## src/cmmc_pkg.sv

```systemverilog
// Package for the processor-module miscellaneous control bank.
// Assumes a classic Wishbone slave with byte-wide data in the low lane.
package cmmc_pkg;
  localparam int unsigned ADDR_W = 40;
  localparam int unsigned DATA_W = 32;
  localparam logic [ADDR_W-1:0] MISC_READBACK_ADDR = 40'hFFC4000000;
  localparam logic [ADDR_W-1:0] MISC_LINE_DRIVE_ADDR = 40'hFFC5000000;
  localparam logic [ADDR_W-1:0] SYS_RESET_TRIG_ADDR = 40'hFFC6000000;
  localparam logic [ADDR_W-1:0] SROM_POWER_ADDR = 40'hFFC7000000;
  // Line drive control bit positions
  localparam int unsigned B_CPU1_OWNER = 7;
  localparam int unsigned B_CPU0_OWNER = 6;
  localparam int unsigned B_OWNER_LINE = 5;
  localparam int unsigned B_RUN_LINE = 4;
  localparam int unsigned B_FLASH_WE = 3;
  localparam int unsigned B_BAD_LINE = 2;
  // Serial ROM / power status bit positions
  localparam int unsigned B_STP_LED = 7;
  localparam int unsigned B_PWR_A = 6;
  localparam int unsigned B_PWR_B = 5;
  localparam int unsigned B_CAB_HI = 4;
  localparam int unsigned B_CAB_LO = 3;
  localparam int unsigned B_SROM_TX = 2;
  localparam int unsigned B_SROM_RX = 1;
  localparam int unsigned B_SERIAL_ROM_CLOCK_BIT = 0;
  localparam logic [7:0] LINE_DRIVE_RST = 8'h00;
  localparam logic SROM_TX_RST = 1'b1;
  localparam logic SERIAL_ROM_CLOCK_BIT_RST = 1'b1;
  // Reset sequence timing
  localparam int unsigned LOCAL_RST_CYCLES = 128;
  localparam int unsigned CLK_MHZ = 100;
  localparam int unsigned BP_RST_US = 16;
  localparam int unsigned BP_RST_CYCLES = BP_RST_US * CLK_MHZ;
  localparam int unsigned CNT_W = 11;
  typedef enum logic [1:0] {
    CMMC_CAB_MAIN  = 2'b00,
    CMMC_CAB_RIGHT = 2'b01,
    CMMC_CAB_LEFT  = 2'b10,
    CMMC_CAB_LOOP  = 2'b11
  } cmmc_cab_t;
  typedef enum logic [1:0] {
    CMMC_RS_IDLE  = 2'b00,
    CMMC_RS_LOCAL = 2'b01,
    CMMC_RS_BP    = 2'b10
  } cmmc_rs_state_t;
endpackage : cmmc_pkg

```

## src/cmmc_rst_if.sv

```systemverilog
// Start and status between the register bank and the reset sequencer.
// Assumes one clock shared by both ends.
`timescale 1ns/1ps
interface cmmc_rst_if;
  logic start;
  logic busy;
  modport bank (output start, input busy);
  modport seq  (input start, output busy);
endinterface : cmmc_rst_if

```

## src/cmmc_rst_seq.sv

```systemverilog
// System reset sequencer: local reset then backplane reset.
// Assumes a one-cycle start pulse on the same clock.
`timescale 1ns/1ps
module cmmc_rst_seq
  import cmmc_pkg::*;
(
  input  wire logic  clk_i,
  input  wire logic  reset_i,
  cmmc_rst_if.seq    ctl,
  output logic       local_reset_o,
  output logic       backplane_reset_o
);
  import cmmc_pkg::*;
  typedef struct packed {
    cmmc_rs_state_t st;
    logic [CNT_W-1:0] cnt;
  } cmmc_seq_t;
  cmmc_seq_t s_r, s_nxt;

  always_comb begin
    s_nxt = s_r;
    unique case (s_r.st)
      CMMC_RS_IDLE: begin
        if (ctl.start) begin
          s_nxt.st = CMMC_RS_LOCAL;
          s_nxt.cnt = CNT_W'(LOCAL_RST_CYCLES - 1);
        end
      end
      CMMC_RS_LOCAL: begin
        if (s_r.cnt == '0) begin
          s_nxt.st = CMMC_RS_BP;
          s_nxt.cnt = CNT_W'(BP_RST_CYCLES - 1);
        end else begin
          s_nxt.cnt = s_r.cnt - 1'b1;
        end
      end
      CMMC_RS_BP: begin
        if (s_r.cnt == '0) begin
          s_nxt.st = CMMC_RS_IDLE;
        end else begin
          s_nxt.cnt = s_r.cnt - 1'b1;
        end
      end
      default: s_nxt.st = CMMC_RS_IDLE;
    endcase
  end

  always_ff @(posedge clk_i) begin
    if (reset_i) begin
      s_r <= '0;
    end else begin
      s_r <= s_nxt;
    end
  end

  assign local_reset_o = (s_r.st == CMMC_RS_LOCAL);
  assign backplane_reset_o = (s_r.st == CMMC_RS_BP);
  assign ctl.busy = (s_r.st != CMMC_RS_IDLE);

  // High cycles of the local reset, counted for the length check
  logic [7:0] loc_run_r;
  always_ff @(posedge clk_i) begin
    if (reset_i) begin
      loc_run_r <= '0;
    end else if (local_reset_o) begin
      loc_run_r <= loc_run_r + 8'h01;
    end else begin
      loc_run_r <= '0;
    end
  end

  property p_local_len;
    @(posedge clk_i) disable iff (reset_i)
      $fell(local_reset_o) |-> (loc_run_r == 8'(LOCAL_RST_CYCLES)) && backplane_reset_o;
  endproperty
  a_local_len: assert property (p_local_len) else $error("local reset length wrong");
endmodule : cmmc_rst_seq

```

## src/cmmc_sync.sv

```systemverilog
// Two-flop synchroniser bank for external status pins.
// Assumes inputs asynchronous to clk_i.
`timescale 1ns/1ps
module cmmc_sync #(
  parameter int unsigned W = 3
) (
  input  wire logic         clk_i,
  input  wire logic         reset_i,
  input  wire logic [W-1:0] async_i,
  output logic [W-1:0]      sync_o
);
  typedef struct packed {
    logic [W-1:0] s1;
    logic [W-1:0] s2;
  } cmmc_sy_t;
  cmmc_sy_t s_r, s_nxt;
  always_comb begin
    s_nxt.s1 = async_i;
    s_nxt.s2 = s_r.s1;
  end
  always_ff @(posedge clk_i) begin
    if (reset_i) begin
      s_r <= '0;
    end else begin
      s_r <= s_nxt;
    end
  end
  assign sync_o = s_r.s2;
endmodule : cmmc_sync

```

## src/cmmc_top.sv

```systemverilog
// Processor-module miscellaneous control bank on a classic Wishbone slave.
// Assumes byte data in dat[7:0], sel[0] qualifying writes, one clock.
//
// The Wishbone register port was chosen for this implementation.
`timescale 1ns/1ps
module cmmc_top
  import cmmc_pkg::*;
(
  input  wire logic                       clk_i,
  input  wire logic                       reset_i,
  input  wire logic                       wb_cyc_i,
  input  wire logic                       wb_stb_i,
  input  wire logic                       wb_we_i,
  input  wire logic [cmmc_pkg::ADDR_W-1:0] wb_adr_i,
  input  wire logic [cmmc_pkg::DATA_W-1:0] wb_dat_i,
  input  wire logic [3:0]                 wb_sel_i,
  output logic [cmmc_pkg::DATA_W-1:0]     wb_dat_o,
  output logic                            wb_ack_o,
  output logic                            wb_err_o,
  input  wire logic                       flash_wr_req_i,
  output logic                            flash_wr_o,
  input  wire logic                       run_line_i,
  input  wire logic                       secure_line_i,
  input  wire logic                       power_unit_a_i,
  input  wire logic                       power_unit_b_status_i,
  input  wire logic                       serial_rom_data_i,
  output logic                            serial_rom_data_o,
  output logic                            serial_rom_data_oe_o,
  output logic                            serial_rom_clock_o,
  output logic                            console_owner_line_drive_o,
  output logic                            run_line_drive_o,
  output logic                            backplane_failed_module_line_o,
  output logic                            local_reset_o,
  output logic                            backplane_reset_line_o,
  output logic                            selftest_passed_led_o,
  output logic                            power_fail_irq_o,
  input  wire logic                       ps_tx_i,
  output logic                            ps_rx_o,
  output logic [2:0]                      cab_tx_o,
  input  wire logic [2:0]                 cab_rx_i
);
  import cmmc_pkg::*;

  typedef struct packed {
    logic [7:0]  line_drive;
    logic        stp_led;
    logic        pf_irq_en;
    cmmc_cab_t   cab;
    logic        srom_tx;
    logic        serial_rom_clock_bit;
    logic        pwr_a_last;
    logic        pf_irq;
    logic        ack;
    logic        err;
    logic [7:0]  rdata;
  } cmmc_state_t;

  cmmc_state_t s_r, s_nxt;
  cmmc_rst_if  rst_bus ();

  logic [2:0] sync_in;
  logic       pwr_a_s;
  logic       pwr_b_s;
  logic       srom_rx_s;
  logic       req;
  logic       wr;
  logic       hit_rb;
  logic       hit_ld;
  logic       hit_rt;
  logic       hit_sr;

  function automatic logic is_addr(input logic [ADDR_W-1:0] a, input logic [ADDR_W-1:0] ref_a);
    is_addr = (a == ref_a);
  endfunction : is_addr

  cmmc_sync #(.W(3)) u_sync (
    .clk_i   (clk_i),
    .reset_i (reset_i),
    .async_i ({power_unit_a_i, power_unit_b_status_i, serial_rom_data_i}),
    .sync_o  (sync_in)
  );
  assign pwr_a_s   = sync_in[2];
  assign pwr_b_s   = sync_in[1];
  assign srom_rx_s = sync_in[0];

  cmmc_rst_seq u_rst (
    .clk_i             (clk_i),
    .reset_i           (reset_i),
    .ctl               (rst_bus.seq),
    .local_reset_o     (local_reset_o),
    .backplane_reset_o (backplane_reset_line_o)
  );

  assign req    = wb_cyc_i && wb_stb_i && !s_r.ack && !s_r.err;
  assign wr     = req && wb_we_i && wb_sel_i[0];
  assign hit_rb = is_addr(wb_adr_i, MISC_READBACK_ADDR);
  assign hit_ld = is_addr(wb_adr_i, MISC_LINE_DRIVE_ADDR);
  assign hit_rt = is_addr(wb_adr_i, SYS_RESET_TRIG_ADDR);
  assign hit_sr = is_addr(wb_adr_i, SROM_POWER_ADDR);

  // Start only from idle; a retrigger during a running sequence is dropped
  assign rst_bus.start = wr && hit_rt && !rst_bus.busy;

  always_comb begin
    s_nxt = s_r;
    s_nxt.ack = 1'b0;
    s_nxt.err = 1'b0;
    s_nxt.pwr_a_last = pwr_a_s;
    // Change of power unit A is sticky; set beats clear
    if (s_r.pf_irq_en && (pwr_a_s != s_r.pwr_a_last)) begin
      s_nxt.pf_irq = 1'b1;
    end else if (wr && hit_sr && !wb_dat_i[B_PWR_A]) begin
      s_nxt.pf_irq = 1'b0;
    end
    if (req) begin
      if (hit_rb || hit_ld || hit_rt || hit_sr) begin
        s_nxt.ack = 1'b1;
      end else begin
        s_nxt.err = 1'b1;
      end
      s_nxt.rdata = '0;
      if (!wb_we_i && hit_rb) begin
        s_nxt.rdata[B_CPU1_OWNER] = s_r.line_drive[B_CPU1_OWNER];
        s_nxt.rdata[B_CPU0_OWNER] = s_r.line_drive[B_CPU0_OWNER];
        s_nxt.rdata[B_RUN_LINE] = run_line_i;
        s_nxt.rdata[B_FLASH_WE] = secure_line_i;
      end
      if (!wb_we_i && hit_sr) begin
        s_nxt.rdata[B_STP_LED]  = s_r.stp_led;
        s_nxt.rdata[B_PWR_A]    = pwr_a_s;
        s_nxt.rdata[B_PWR_B]    = pwr_b_s;
        s_nxt.rdata[B_CAB_HI:B_CAB_LO] = s_r.cab;
        s_nxt.rdata[B_SROM_RX]  = srom_rx_s;
      end
    end
    if (wr && hit_ld) begin
      s_nxt.line_drive = wb_dat_i[7:0];
    end
    if (wr && hit_sr) begin
      s_nxt.stp_led   = wb_dat_i[B_STP_LED];
      s_nxt.pf_irq_en = wb_dat_i[B_PWR_A];
      s_nxt.cab       = cmmc_cab_t'(wb_dat_i[B_CAB_HI:B_CAB_LO]);
      s_nxt.srom_tx   = wb_dat_i[B_SROM_TX];
      s_nxt.serial_rom_clock_bit  = wb_dat_i[B_SERIAL_ROM_CLOCK_BIT];
    end
  end

  always_ff @(posedge clk_i) begin
    if (reset_i) begin
      s_r <= '0;
      s_r.line_drive <= LINE_DRIVE_RST;
      s_r.srom_tx <= SROM_TX_RST;
      s_r.serial_rom_clock_bit <= SERIAL_ROM_CLOCK_BIT_RST;
    end else begin
      s_r <= s_nxt;
    end
  end

  assign wb_ack_o = s_r.ack;
  assign wb_err_o = s_r.err;
  // Reset trigger reads zero: nothing behind it
  assign wb_dat_o = {{(DATA_W-8){1'b0}}, s_r.rdata};
  assign console_owner_line_drive_o = s_r.line_drive[B_OWNER_LINE];
  assign run_line_drive_o = s_r.line_drive[B_RUN_LINE];
  assign flash_wr_o = flash_wr_req_i && s_r.line_drive[B_FLASH_WE];
  assign backplane_failed_module_line_o = s_r.line_drive[B_BAD_LINE];
  assign selftest_passed_led_o = s_r.stp_led;
  assign power_fail_irq_o = s_r.pf_irq;
  // Open drain: drive low only, release for high so the ROM can answer
  assign serial_rom_data_o = 1'b0;
  assign serial_rom_data_oe_o = !s_r.srom_tx;
  assign serial_rom_clock_o = s_r.serial_rom_clock_bit;

  always_comb begin
    cab_tx_o = 3'h7;
    ps_rx_o = 1'b1;
    unique case (s_r.cab)
      CMMC_CAB_MAIN: begin
        cab_tx_o[0] = ps_tx_i;
        ps_rx_o = cab_rx_i[0];
      end
      CMMC_CAB_RIGHT: begin
        cab_tx_o[1] = ps_tx_i;
        ps_rx_o = cab_rx_i[1];
      end
      CMMC_CAB_LEFT: begin
        cab_tx_o[2] = ps_tx_i;
        ps_rx_o = cab_rx_i[2];
      end
      CMMC_CAB_LOOP: begin
        ps_rx_o = ps_tx_i;
      end
    endcase
  end

  property p_flash_gate;
    @(posedge clk_i) disable iff (reset_i) flash_wr_o |-> s_r.line_drive[B_FLASH_WE];
  endproperty
  a_flash_gate: assert property (p_flash_gate) else $error("flash write while protected");

  property p_bad_follow;
    @(posedge clk_i) disable iff (reset_i)
      (wr && hit_ld) |=> (backplane_failed_module_line_o == $past(wb_dat_i[B_BAD_LINE]));
  endproperty
  a_bad_follow: assert property (p_bad_follow) else $error("bad line not following write");

  property p_owner_rb;
    @(posedge clk_i) disable iff (reset_i)
      (req && !wb_we_i && hit_rb) |=>
        (wb_dat_o[B_CPU1_OWNER:B_CPU0_OWNER] == s_r.line_drive[B_CPU1_OWNER:B_CPU0_OWNER]);
  endproperty
  a_owner_rb: assert property (p_owner_rb) else $error("owner readback mismatch");

  property p_start;
    @(posedge clk_i) disable iff (reset_i)
      (wr && hit_rt && !rst_bus.busy) |=> local_reset_o;
  endproperty
  a_start: assert property (p_start) else $error("reset sequence did not start");

  property p_loop;
    @(posedge clk_i) disable iff (reset_i) (s_r.cab == CMMC_CAB_LOOP) |-> (ps_rx_o == ps_tx_i);
  endproperty
  a_loop: assert property (p_loop) else $error("loopback broken");

  property p_pwr_a_live;
    @(posedge clk_i) disable iff (reset_i)
      (req && !wb_we_i && hit_sr) |=> (wb_dat_o[B_PWR_A] == $past(pwr_a_s));
  endproperty
  a_pwr_a_live: assert property (p_pwr_a_live) else $error("power A not live");

  property p_ack_drop;
    @(posedge clk_i) disable iff (reset_i) wb_ack_o |=> !wb_ack_o;
  endproperty
  a_ack_drop: assert property (p_ack_drop) else $error("ack held two cycles");

  property p_led;
    @(posedge clk_i) disable iff (reset_i)
      (wr && hit_sr) |=> (selftest_passed_led_o == $past(wb_dat_i[B_STP_LED]));
  endproperty
  a_led: assert property (p_led) else $error("LED not following write");

  // Fixed one-cycle answer; masters may still wait on ack
  property p_ack_latency;
    @(posedge clk_i) disable iff (reset_i) req |=> (wb_ack_o || wb_err_o);
  endproperty
  a_ack_latency: assert property (p_ack_latency) else $error("bus answer late");

  property p_err_unmapped;
    @(posedge clk_i) disable iff (reset_i)
      (req && !(hit_rb || hit_ld || hit_rt || hit_sr)) |=> (wb_err_o && !wb_ack_o);
  endproperty
  a_err_unmapped: assert property (p_err_unmapped) else $error("unmapped access accepted");

  property p_owner_line;
    @(posedge clk_i) disable iff (reset_i)
      (wr && hit_ld) |=> (console_owner_line_drive_o == $past(wb_dat_i[B_OWNER_LINE]));
  endproperty
  a_owner_line: assert property (p_owner_line) else $error("owner line wrong");

  property p_run_line;
    @(posedge clk_i) disable iff (reset_i)
      (wr && hit_ld) |=> (run_line_drive_o == $past(wb_dat_i[B_RUN_LINE]));
  endproperty
  a_run_line: assert property (p_run_line) else $error("run line wrong");

  property p_flash_pass;
    @(posedge clk_i) disable iff (reset_i)
      (flash_wr_req_i && s_r.line_drive[B_FLASH_WE]) |-> flash_wr_o;
  endproperty
  a_flash_pass: assert property (p_flash_pass) else $error("flash write blocked");

  property p_trig_nostore;
    @(posedge clk_i) disable iff (reset_i)
      (wr && hit_rt) |=>
        ($stable(s_r.line_drive) && $stable(s_r.stp_led) && $stable(s_r.cab));
  endproperty
  a_trig_nostore: assert property (p_trig_nostore) else $error("trigger write stored");

  property p_trig_read_zero;
    @(posedge clk_i) disable iff (reset_i)
      (req && !wb_we_i && hit_rt) |=> (wb_dat_o == '0);
  endproperty
  a_trig_read_zero: assert property (p_trig_read_zero) else $error("trigger reads data");

  property p_cab_store;
    @(posedge clk_i) disable iff (reset_i)
      (wr && hit_sr) |=> (s_r.cab == $past(wb_dat_i[B_CAB_HI:B_CAB_LO]));
  endproperty
  a_cab_store: assert property (p_cab_store) else $error("cabinet select not stored");

  property p_cab_main;
    @(posedge clk_i) disable iff (reset_i)
      (s_r.cab == CMMC_CAB_MAIN) |-> (cab_tx_o == {2'h3, ps_tx_i} && ps_rx_o == cab_rx_i[0]);
  endproperty
  a_cab_main: assert property (p_cab_main) else $error("main cabinet routing wrong");

  property p_pwr_b_live;
    @(posedge clk_i) disable iff (reset_i)
      (req && !wb_we_i && hit_sr) |=> (wb_dat_o[B_PWR_B] == $past(pwr_b_s));
  endproperty
  a_pwr_b_live: assert property (p_pwr_b_live) else $error("power B not live");

  property p_srom_oe;
    @(posedge clk_i) disable iff (reset_i)
      (wr && hit_sr) |=> (serial_rom_data_oe_o == !$past(wb_dat_i[B_SROM_TX]));
  endproperty
  a_srom_oe: assert property (p_srom_oe) else $error("serial data enable wrong");

  property p_serial_rom_clock_bit;
    @(posedge clk_i) disable iff (reset_i)
      (wr && hit_sr) |=> (serial_rom_clock_o == $past(wb_dat_i[B_SERIAL_ROM_CLOCK_BIT]));
  endproperty
  a_serial_rom_clock_bit: assert property (p_serial_rom_clock_bit) else $error("serial clock wrong");

  property p_srom_rx;
    @(posedge clk_i) disable iff (reset_i)
      (req && !wb_we_i && hit_sr) |=> (wb_dat_o[B_SROM_RX] == $past(srom_rx_s));
  endproperty
  a_srom_rx: assert property (p_srom_rx) else $error("serial data read wrong");

  property p_irq_set;
    @(posedge clk_i) disable iff (reset_i)
      (s_r.pf_irq_en && $changed(pwr_a_s)) |=> power_fail_irq_o;
  endproperty
  a_irq_set: assert property (p_irq_set) else $error("power fail not flagged");

  property p_irq_clear;
    @(posedge clk_i) disable iff (reset_i)
      (wr && hit_sr && !wb_dat_i[B_PWR_A] && !(s_r.pf_irq_en && $changed(pwr_a_s)))
        |=> !power_fail_irq_o;
  endproperty
  a_irq_clear: assert property (p_irq_clear) else $error("power fail not cleared");

  c_reset_seq: cover property (@(posedge clk_i) $rose(backplane_reset_line_o));
  c_irq: cover property (@(posedge clk_i) $rose(power_fail_irq_o));
  c_loop: cover property (@(posedge clk_i) s_r.cab == CMMC_CAB_LOOP);
  c_err: cover property (@(posedge clk_i) wb_err_o);
  c_srom_read: cover property (@(posedge clk_i) req && !wb_we_i && hit_sr);
endmodule : cmmc_top

```

## config.mk

```make
export PLATFORM = sky130hd
export DESIGN_NAME = cmmc_top
export DESIGN_NICKNAME = d
export VERILOG_FILES = /design/src/cmmc_pkg.sv /design/src/cmmc_rst_if.sv /design/src/cmmc_rst_seq.sv /design/src/cmmc_sync.sv /design/src/cmmc_top.sv
export SDC_FILE = /design/constraint.sdc
export NUM_CORES = 1
export LEC_CHECK = 0
export BUFFER_PORTS_ARGS = -buffer_cell sky130_fd_sc_hd__buf_4
export CORE_MARGIN = 2
export CORE_UTILIZATION = 48
export DETAILED_ROUTE_END_ITERATION = 10
export PLACE_DENSITY = 0.86
export SYNTH_ARGS = -nofsm -noshare
export SYNTH_HDL_FRONTEND = slang
export SYNTH_SLANG_ARGS = --single-unit
export TNS_END_PERCENT = 20
```

## constraint.sdc

```tcl
create_clock -name clk_i -period 3.7 [get_ports clk_i]
set_input_delay 0.185 -clock clk_i [delete_from_list [all_inputs] [get_ports clk_i]]
set_output_delay 0.185 -clock clk_i [all_outputs]
set_load 0.005 [all_outputs]
```

==> impl_metrics.json, run 1 <==
{
  "die_width_um": 76.6,
  "worstHoldStart": "serial_rom_data_i",
  "routed_via_density": 5.77,
  "tightest_slew_ns": 1.13,
  "finalHoldViolations": 0,
  "skew_ns": 0.00545,
  "cts_tree": "yes",
  "setup_violations": 0,
  "clk_latency_ns": 0.30,
  "async_reset_ff_frac": 0,
  "ys_seq_area_frac": 0.325,
  "clockBufferDepth": 2,
  "htreeDepth": 2,
  "crit_buf_inv": 1,
  "grt_usage": 0.230,
  "clock-sinks": 41,
  "core_area_um2": 5110,
  "cts.repair.resized": 0,
  "io_buffers": 84,
  "ys_ff_latch": 41,
  "worst_ep_arrival_time_ns": 2.93,
  "drtIter0Drc": 237,
  "synthDistinctLibCells": 60,
  "hold_class": "in -> reg",
  "yosys_most_used_dff": "dfxtp_1",
  "grt_pass1_vias": 2399,
  "drive_gt1_frac": 0.278,
  "start_util": 0.495,
  "min_period_ns": 2.72,
  "syn_inst": 308,
  "dr.pass1.iters": 5,
  "clockRootBuffer": "clkbuf_8",
  "grt_pass1_wl_um": 11100,
  "syn_area_um2": 2530,
  "power-per-cell-area_nw_per_um2": 313,
  "die_area_um2": 5860,
  "required_ns": 3.91,
  "r2r-start": "u_rst.s_r[0]$_SDFFE_PP0P_",
  "grt_max_degree": 38,
  "postCtsSetupBuffers": 0,
  "slowest_delay_ns": 0.93,
  "clk_pin_slew_ns": 0.09,
  "power_leakage_nw": 1.37,
  "endpoint_kind": "flop",
  "final_nets": 474,
  "slew_headroom": 0.238,
  "post_drt_wl_per_cell_um": 15.6,
  "areaGrowthSynthToFinish_pct": 25.5,
  "ir_drop_uv": 251,
  "ant_nets": 0,
  "cts_buffers": 5,
  "postLayoutCellArea_um2": 3170,
  "startpoint": "u_rst.s_r[0]$_SDFFE_PP0P_",
  "avgSynthCellArea_um2": 8.21,
  "path_max_fanout": 6,
  "dp_hpwl_um": 5130,
  "antenna_found_initial": 0,
  "hold_slack_ns": 0.0877,
  "io_pins": 140,
  "cp_slowest_cell": "o41ai_1",
  "cts_hold_buf": 0,
  "tns_ns": 0,
  "routed_wirelength_um": 7000,
  "worstSetupPathType": "reg -> reg",
  "n_antenna_cell": 0,
  "path_cells": "inv_1 > ha_1 > or4b_2 > o41ai_1 > a2111oi_0 > a221oi_1",
  "rows": 26,
  "rsz0062_at_grt": "no",
  "path_delay_family": "compound AO/OA/AOI/OAI gates",
  "drc_errors": 0,
  "grt.overflow.total": 0,
  "synth-edff-count": 0,
  "start_kind": "flop",
  "maxSlewViolCount": 0,
  "die_y_um": 76.6,
  "place_congestion": 0.941,
  "maxCapViolations": 0,
  "yosys_warnings": 0,
  "outcome": "finished, final reports clean",
  "dpl_cell_area_um2": 3040,
  "vias": 2586,
  "period_share": 0.734,
  "fmax_ghz": 0.368
}
report_power, final:
part           total (mW)  leakage [nW]  internal, mW  switching (mW)
clock network       0.448        0.0687         0.272           0.176
registers           0.446         0.332         0.445         0.00165
logic              0.0993         0.969        0.0539          0.0454
total               0.993          1.37         0.770           0.223
cells in the mapped netlist, types with 2 or more instances:
cell type | number | area (um2)
a311o_1 | 2 | 20.0
a22o_1 | 4 | 35.0
o32ai_1 | 4 | 35.0
nor4bb_1 | 2 | 20.0
nor2_1 | 22 | 82.6
nor2b_1 | 9 | 56.3
a32oi_1 | 2 | 17.5
nand2_1 | 14 | 52.6
clkbuf_1 | 11 | 41.3
o31ai_1 | 3 | 22.5
ha_1 | 6 | 75.1
a22oi_1 | 4 | 30.0
a21boi_0 | 2 | 15.0
nor4_1 | 11 | 68.8
or3_1 | 6 | 37.5
or4_1 | 5 | 37.5
inv_1 | 12 | 45.0
o21ai_0 | 17 | 85.1
nand4_1 | 6 | 37.5
buf_4 | 33 | 248
a21oi_1 | 21 | 105
nor3_1 | 8 | 40.0
nand3_1 | 12 | 60.1
o41ai_1 | 3 | 26.3
dfxtp_1 | 41 | 821
a221oi_1 | 2 | 17.5
and3_1 | 2 | 12.5
buf_1 | 4 | 15.0
mux2i_1 | 2 | 20.0
and4b_1 | 3 | 30.0
or2_2 | 4 | 25.0
nand4bb_1 | 2 | 22.5
a31oi_1 | 2 | 12.5
registers in the layout, indices dropped and copies added, names as in the netlist, 3 cells and up:
signal	cells
u_sync.sync_o	3
u_rst.s_r	13
u_sync.s_nxt	3
s_r	8
wb_dat_o	6
through the flow:
step                      worst slack (ns)  total power, mW  cells   util
after floorplan                       1.40            0.509    334      -
after global placement                1.14            0.552    440  0.594
after detailed placement              1.13            0.554    440  0.594
after CTS                             1.11            0.990    448  0.621
after global routing                 0.942             1.02    448  0.621
final                                0.983            0.993    448  0.621
path summary, 6_finish.rpt:
kind | endpoint | slack [ns] | cells past startpoint
hold reg to reg | u_sync.sync_o[2]$_SDFF_PP0_ | 0.46 | 1
setup / recovery | u_rst.s_r[0]$_SDFFE_PP0P_ | 0.98 | 6
hold / removal | u_sync.s_nxt[0]$_SDFF_PP0_ | 0.09 | 2
setup reg to reg | u_rst.s_r[0]$_SDFFE_PP0P_ | 0.98 | 6
logic make-up after synthesis:
family          after synthesis  synth area share
other cells                   1           0.00148
xor+xnor                      1           0.00347
fa+ha+maj                     6            0.0297
simple gates                116             0.266
mux                           3            0.0168
compound gates               79             0.215
flops                        41             0.325
buf+inv                      61             0.143
final cells by class:
type | count | area [um2]
clock buffer | 5 | 68.8
fill | 434 | 1930
multi-input combinational | 232 | 1440
inverter | 12 | 45.0
timing repair buffer | 85 | 638
sequential | 41 | 821
tap | 70 | 87.6
clock inverter | 3 | 68.8
layout by cell type (no fill, tap or decap), drive strengths merged, types with 4 or more instances in the layout:
master,instances
or2,4
o21ai,18
a22oi,4
conb,27
nand2,14
nand4,6
nand3,12
inv,13
dfxtp,41
a22o,4
nor4,11
ha,6
nor2,22
o32ai,4
nor3,8
buf,85
a21oi,21
or4,5
nor2b,9
or3,6
clkbuf,5
layer usage:
metal	global-route usage	share of wire	vias up
li1	-	-	1223
met1	0.265	0.40	1209
met2	0.420	0.52	146
met3	0.0533	0.072	8
met4	0.0709	0.013	0
met5	0	0	-
No activity file was read; power rests on OpenSTA's default activity.
==> inputs of run 2 (changes only) <==
CORE_UTILIZATION = 40   (was 48)
PLACE_DENSITY = 0.76   (was 0.86)
clock period = 2.4 ns   (was 3.7 ns; I/O delays follow)
==> run 2 against run 1 <==
Net effect:
- register-to-register slack got worse by 0.88 ns
- wire length fell by 1.2%
- clock skew barely moved
- total power rose by 53%
- fmax rose by 18%
- worst hold slack got worse by 0.052 ns
- count of clock-buffer cells in the layout did not move
- die area rose by 19%
- sequential power rose by 54%
==> impl_metrics.json, run 2 (synthesis gave the netlist of run 1 again) <==
{
  "outcome": "finished, final reports clean",
  "nFillCells": 587,
  "post_drt_wl_per_cell_um": 14.9,
  "skew_ns": 0.00558,
  "period_share": 0.956,
  "ant_nets": 0,
  "clockRootBuffer": "clkbuf_8",
  "grt_pass1_vias": 2427,
  "top_register": "u_rst.s_r",
  "fin_ws_ns": 0.105,
  "start_kind": "flop",
  "path_max_fanout": 3,
  "cts_tree": "yes",
  "dp_hpwl_um": 5220,
  "final_nets": 485,
  "worstSetupPathType": "reg -> reg",
  "rsz0062_at_grt": "no",
  "die_area_um2": 6970,
  "power_frac_seq": 0.453,
  "power-per-cell-area_nw_per_um2": 465,
  "drc_errors": 0,
  "n_antenna_cell": 0,
  "cts_hold_buf": 0,
  "clk_pin_slew_ns": 0.08,
  "routed_wirelength_um": 6920,
  "final_util": 0.542,
  "io_buffers": 84,
  "io_pins": 140,
  "slew_headroom": 0.498,
  "vias": 2601,
  "maxSlewViolCount": 0,
  "place_congestion": 0.880,
  "dr.pass1.iters": 4,
  "antenna_found_initial": 0,
  "tightest_slew_ns": 0.753,
  "required_ns": 2.60,
  "comb_power_share": 0.101,
  "die_width_um": 83.5,
  "clockBufferDepth": 2,
  "hold_class": "in -> reg",
  "maxCapViolations": 0,
  "min_period_ns": 2.30,
  "grt.overflow.total": 0,
  "grt_max_degree": 38,
  "power_leakage_nw": 1.42,
  "fmax_ghz": 0.436,
  "final_cell_mix": "buf_4 (96), dfxtp_1 (41), conb_1 (27), nor2_1 (22), a21oi_1 (21)",
  "ir_drop_uv": 280,
  "p_sw_mw": 0.329,
  "core_area_um2": 6030,
  "cts.repair.resized": 0,
  "htreeDepth": 2,
  "p_clk_frac": 0.445,
  "rows": 28,
  "reg2reg_slack_ns": 0.10,
  "cts_buffers": 5,
  "reg2regPathDepth": 7,
  "areaGrowthSynthToFinish_pct": 29.2,
  "grt_pass1_wl_um": 11000,
  "start_util": 0.419,
  "p_int_mw": 1.19,
  "pre_cts_ws_ns": 0.0595,
  "drive_gt1_frac": 0.303,
  "timing.rr.end": "u_rst.s_r[6]$_SDFFE_PP0P_",
  "clock-sinks": 41,
  "cp-endpoint": "u_rst.s_r[6]$_SDFFE_PP0P_",
  "endpoint_kind": "flop",
  "routed_via_density": 5.61,
  "largest_reg_flops": 13,
  "switching_share": 0.217,
  "finalHoldViolations": 0,
  "tns_ns": 0,
  "setup_violations": 0,
  "final_common_cell": "buf_4",
  "postCtsSetupBuffers": 0,
  "clk_latency_ns": 0.29,
  "r2r-start": "u_rst.s_r[1]$_SDFFE_PP0P_",
  "startpoint": "u_rst.s_r[1]$_SDFFE_PP0P_",
  "grt_usage": 0.188,
  "die_y_um": 83.5,
  "drtIter0Drc": 163,
  "fin_total_pwr_mw": 1.52,
  "worst_ep_arrival_time_ns": 2.50
}
run 2: cell count changes in the layout (fill, tap and decap cells not counted), sizes merged:
cell | before | now
buf | 85 | 96
run 2: worst min-delay path by stage:
| stage | cells past startpoint | slack, ns | start | endpoint |
|---|---|---|---|---|
| 5_1_grt | 2 | 0.02 | power_unit_a_i | u_sync.s_nxt[2]$_SDFF_PP0_ |
| 4_1_cts | 2 | 0.03 | power_unit_a_i | u_sync.s_nxt[2]$_SDFF_PP0_ |
| 6_report | 2 | 0.04 | power_unit_a_i | u_sync.s_nxt[2]$_SDFF_PP0_ |
| 3_3_place_gp | 2 | 0.34 | power_unit_a_i | u_sync.s_nxt[2]$_SDFF_PP0_ |
| 2_1_floorplan | 1 | 0.25 | serial_rom_data_i | u_sync.s_nxt[0]$_SDFF_PP0_ |
| 3_5_place_dp | 2 | 0.34 | power_unit_a_i | u_sync.s_nxt[2]$_SDFF_PP0_ |
run 2: metal layers:
metal / track usage / vias to the layer above / wire length, um
met2: 0.331 / 124 / 3380
met5: 0 / - / 0
met4: 0.0762 / 0 / 161
li1: - / 1248 / -
met3: 0.0435 / 16 / 630
met1: 0.220 / 1213 / 2740
run 2: metrics by stage:
stage	instance area [um2]	std cells	hold slack, ns
6_report	3260	464	0.0356
5_1_grt	3260	464	0.0244
3_3_place_gp	3120	456	0.340
2_1_floorplan	2630	334	0.248
4_1_cts	3260	464	0.0286
3_5_place_dp	3120	456	0.337
run 2: critical path: stages (launching register included):
cell and delay (ns):
dfxtp_1 0.32, inv_1 0.09, ha_2 0.20, or3b_2 0.45, or2_2 0.33, or4_1 0.47
a31o_2 0.25, o32ai_1 0.11
run 2: area by class of cell:
class	instances	area, um2	area share
clock buffer	5	68.8	0.0211
clock inverter	3	68.8	0.0211
inverter	12	45.0	0.0138
multi-input combinational	232	1450	0.443
sequential	41	821	0.251
tap	75	93.8	0.0287
timing repair buffer	96	721	0.221
run 2: power groups by stage:
stage / Combinational (mW) / Clock, mW / Sequential [mW]
2_1_floorplan: 0.0817 / 0 / 0.703
3_3_place_gp: 0.150 / 0 / 0.704
3_5_place_dp: 0.153 / 0 / 0.704
4_1_cts: 0.154 / 0.686 / 0.688
5_1_grt: 0.167 / 0.710 / 0.689
6_report: 0.154 / 0.676 / 0.688
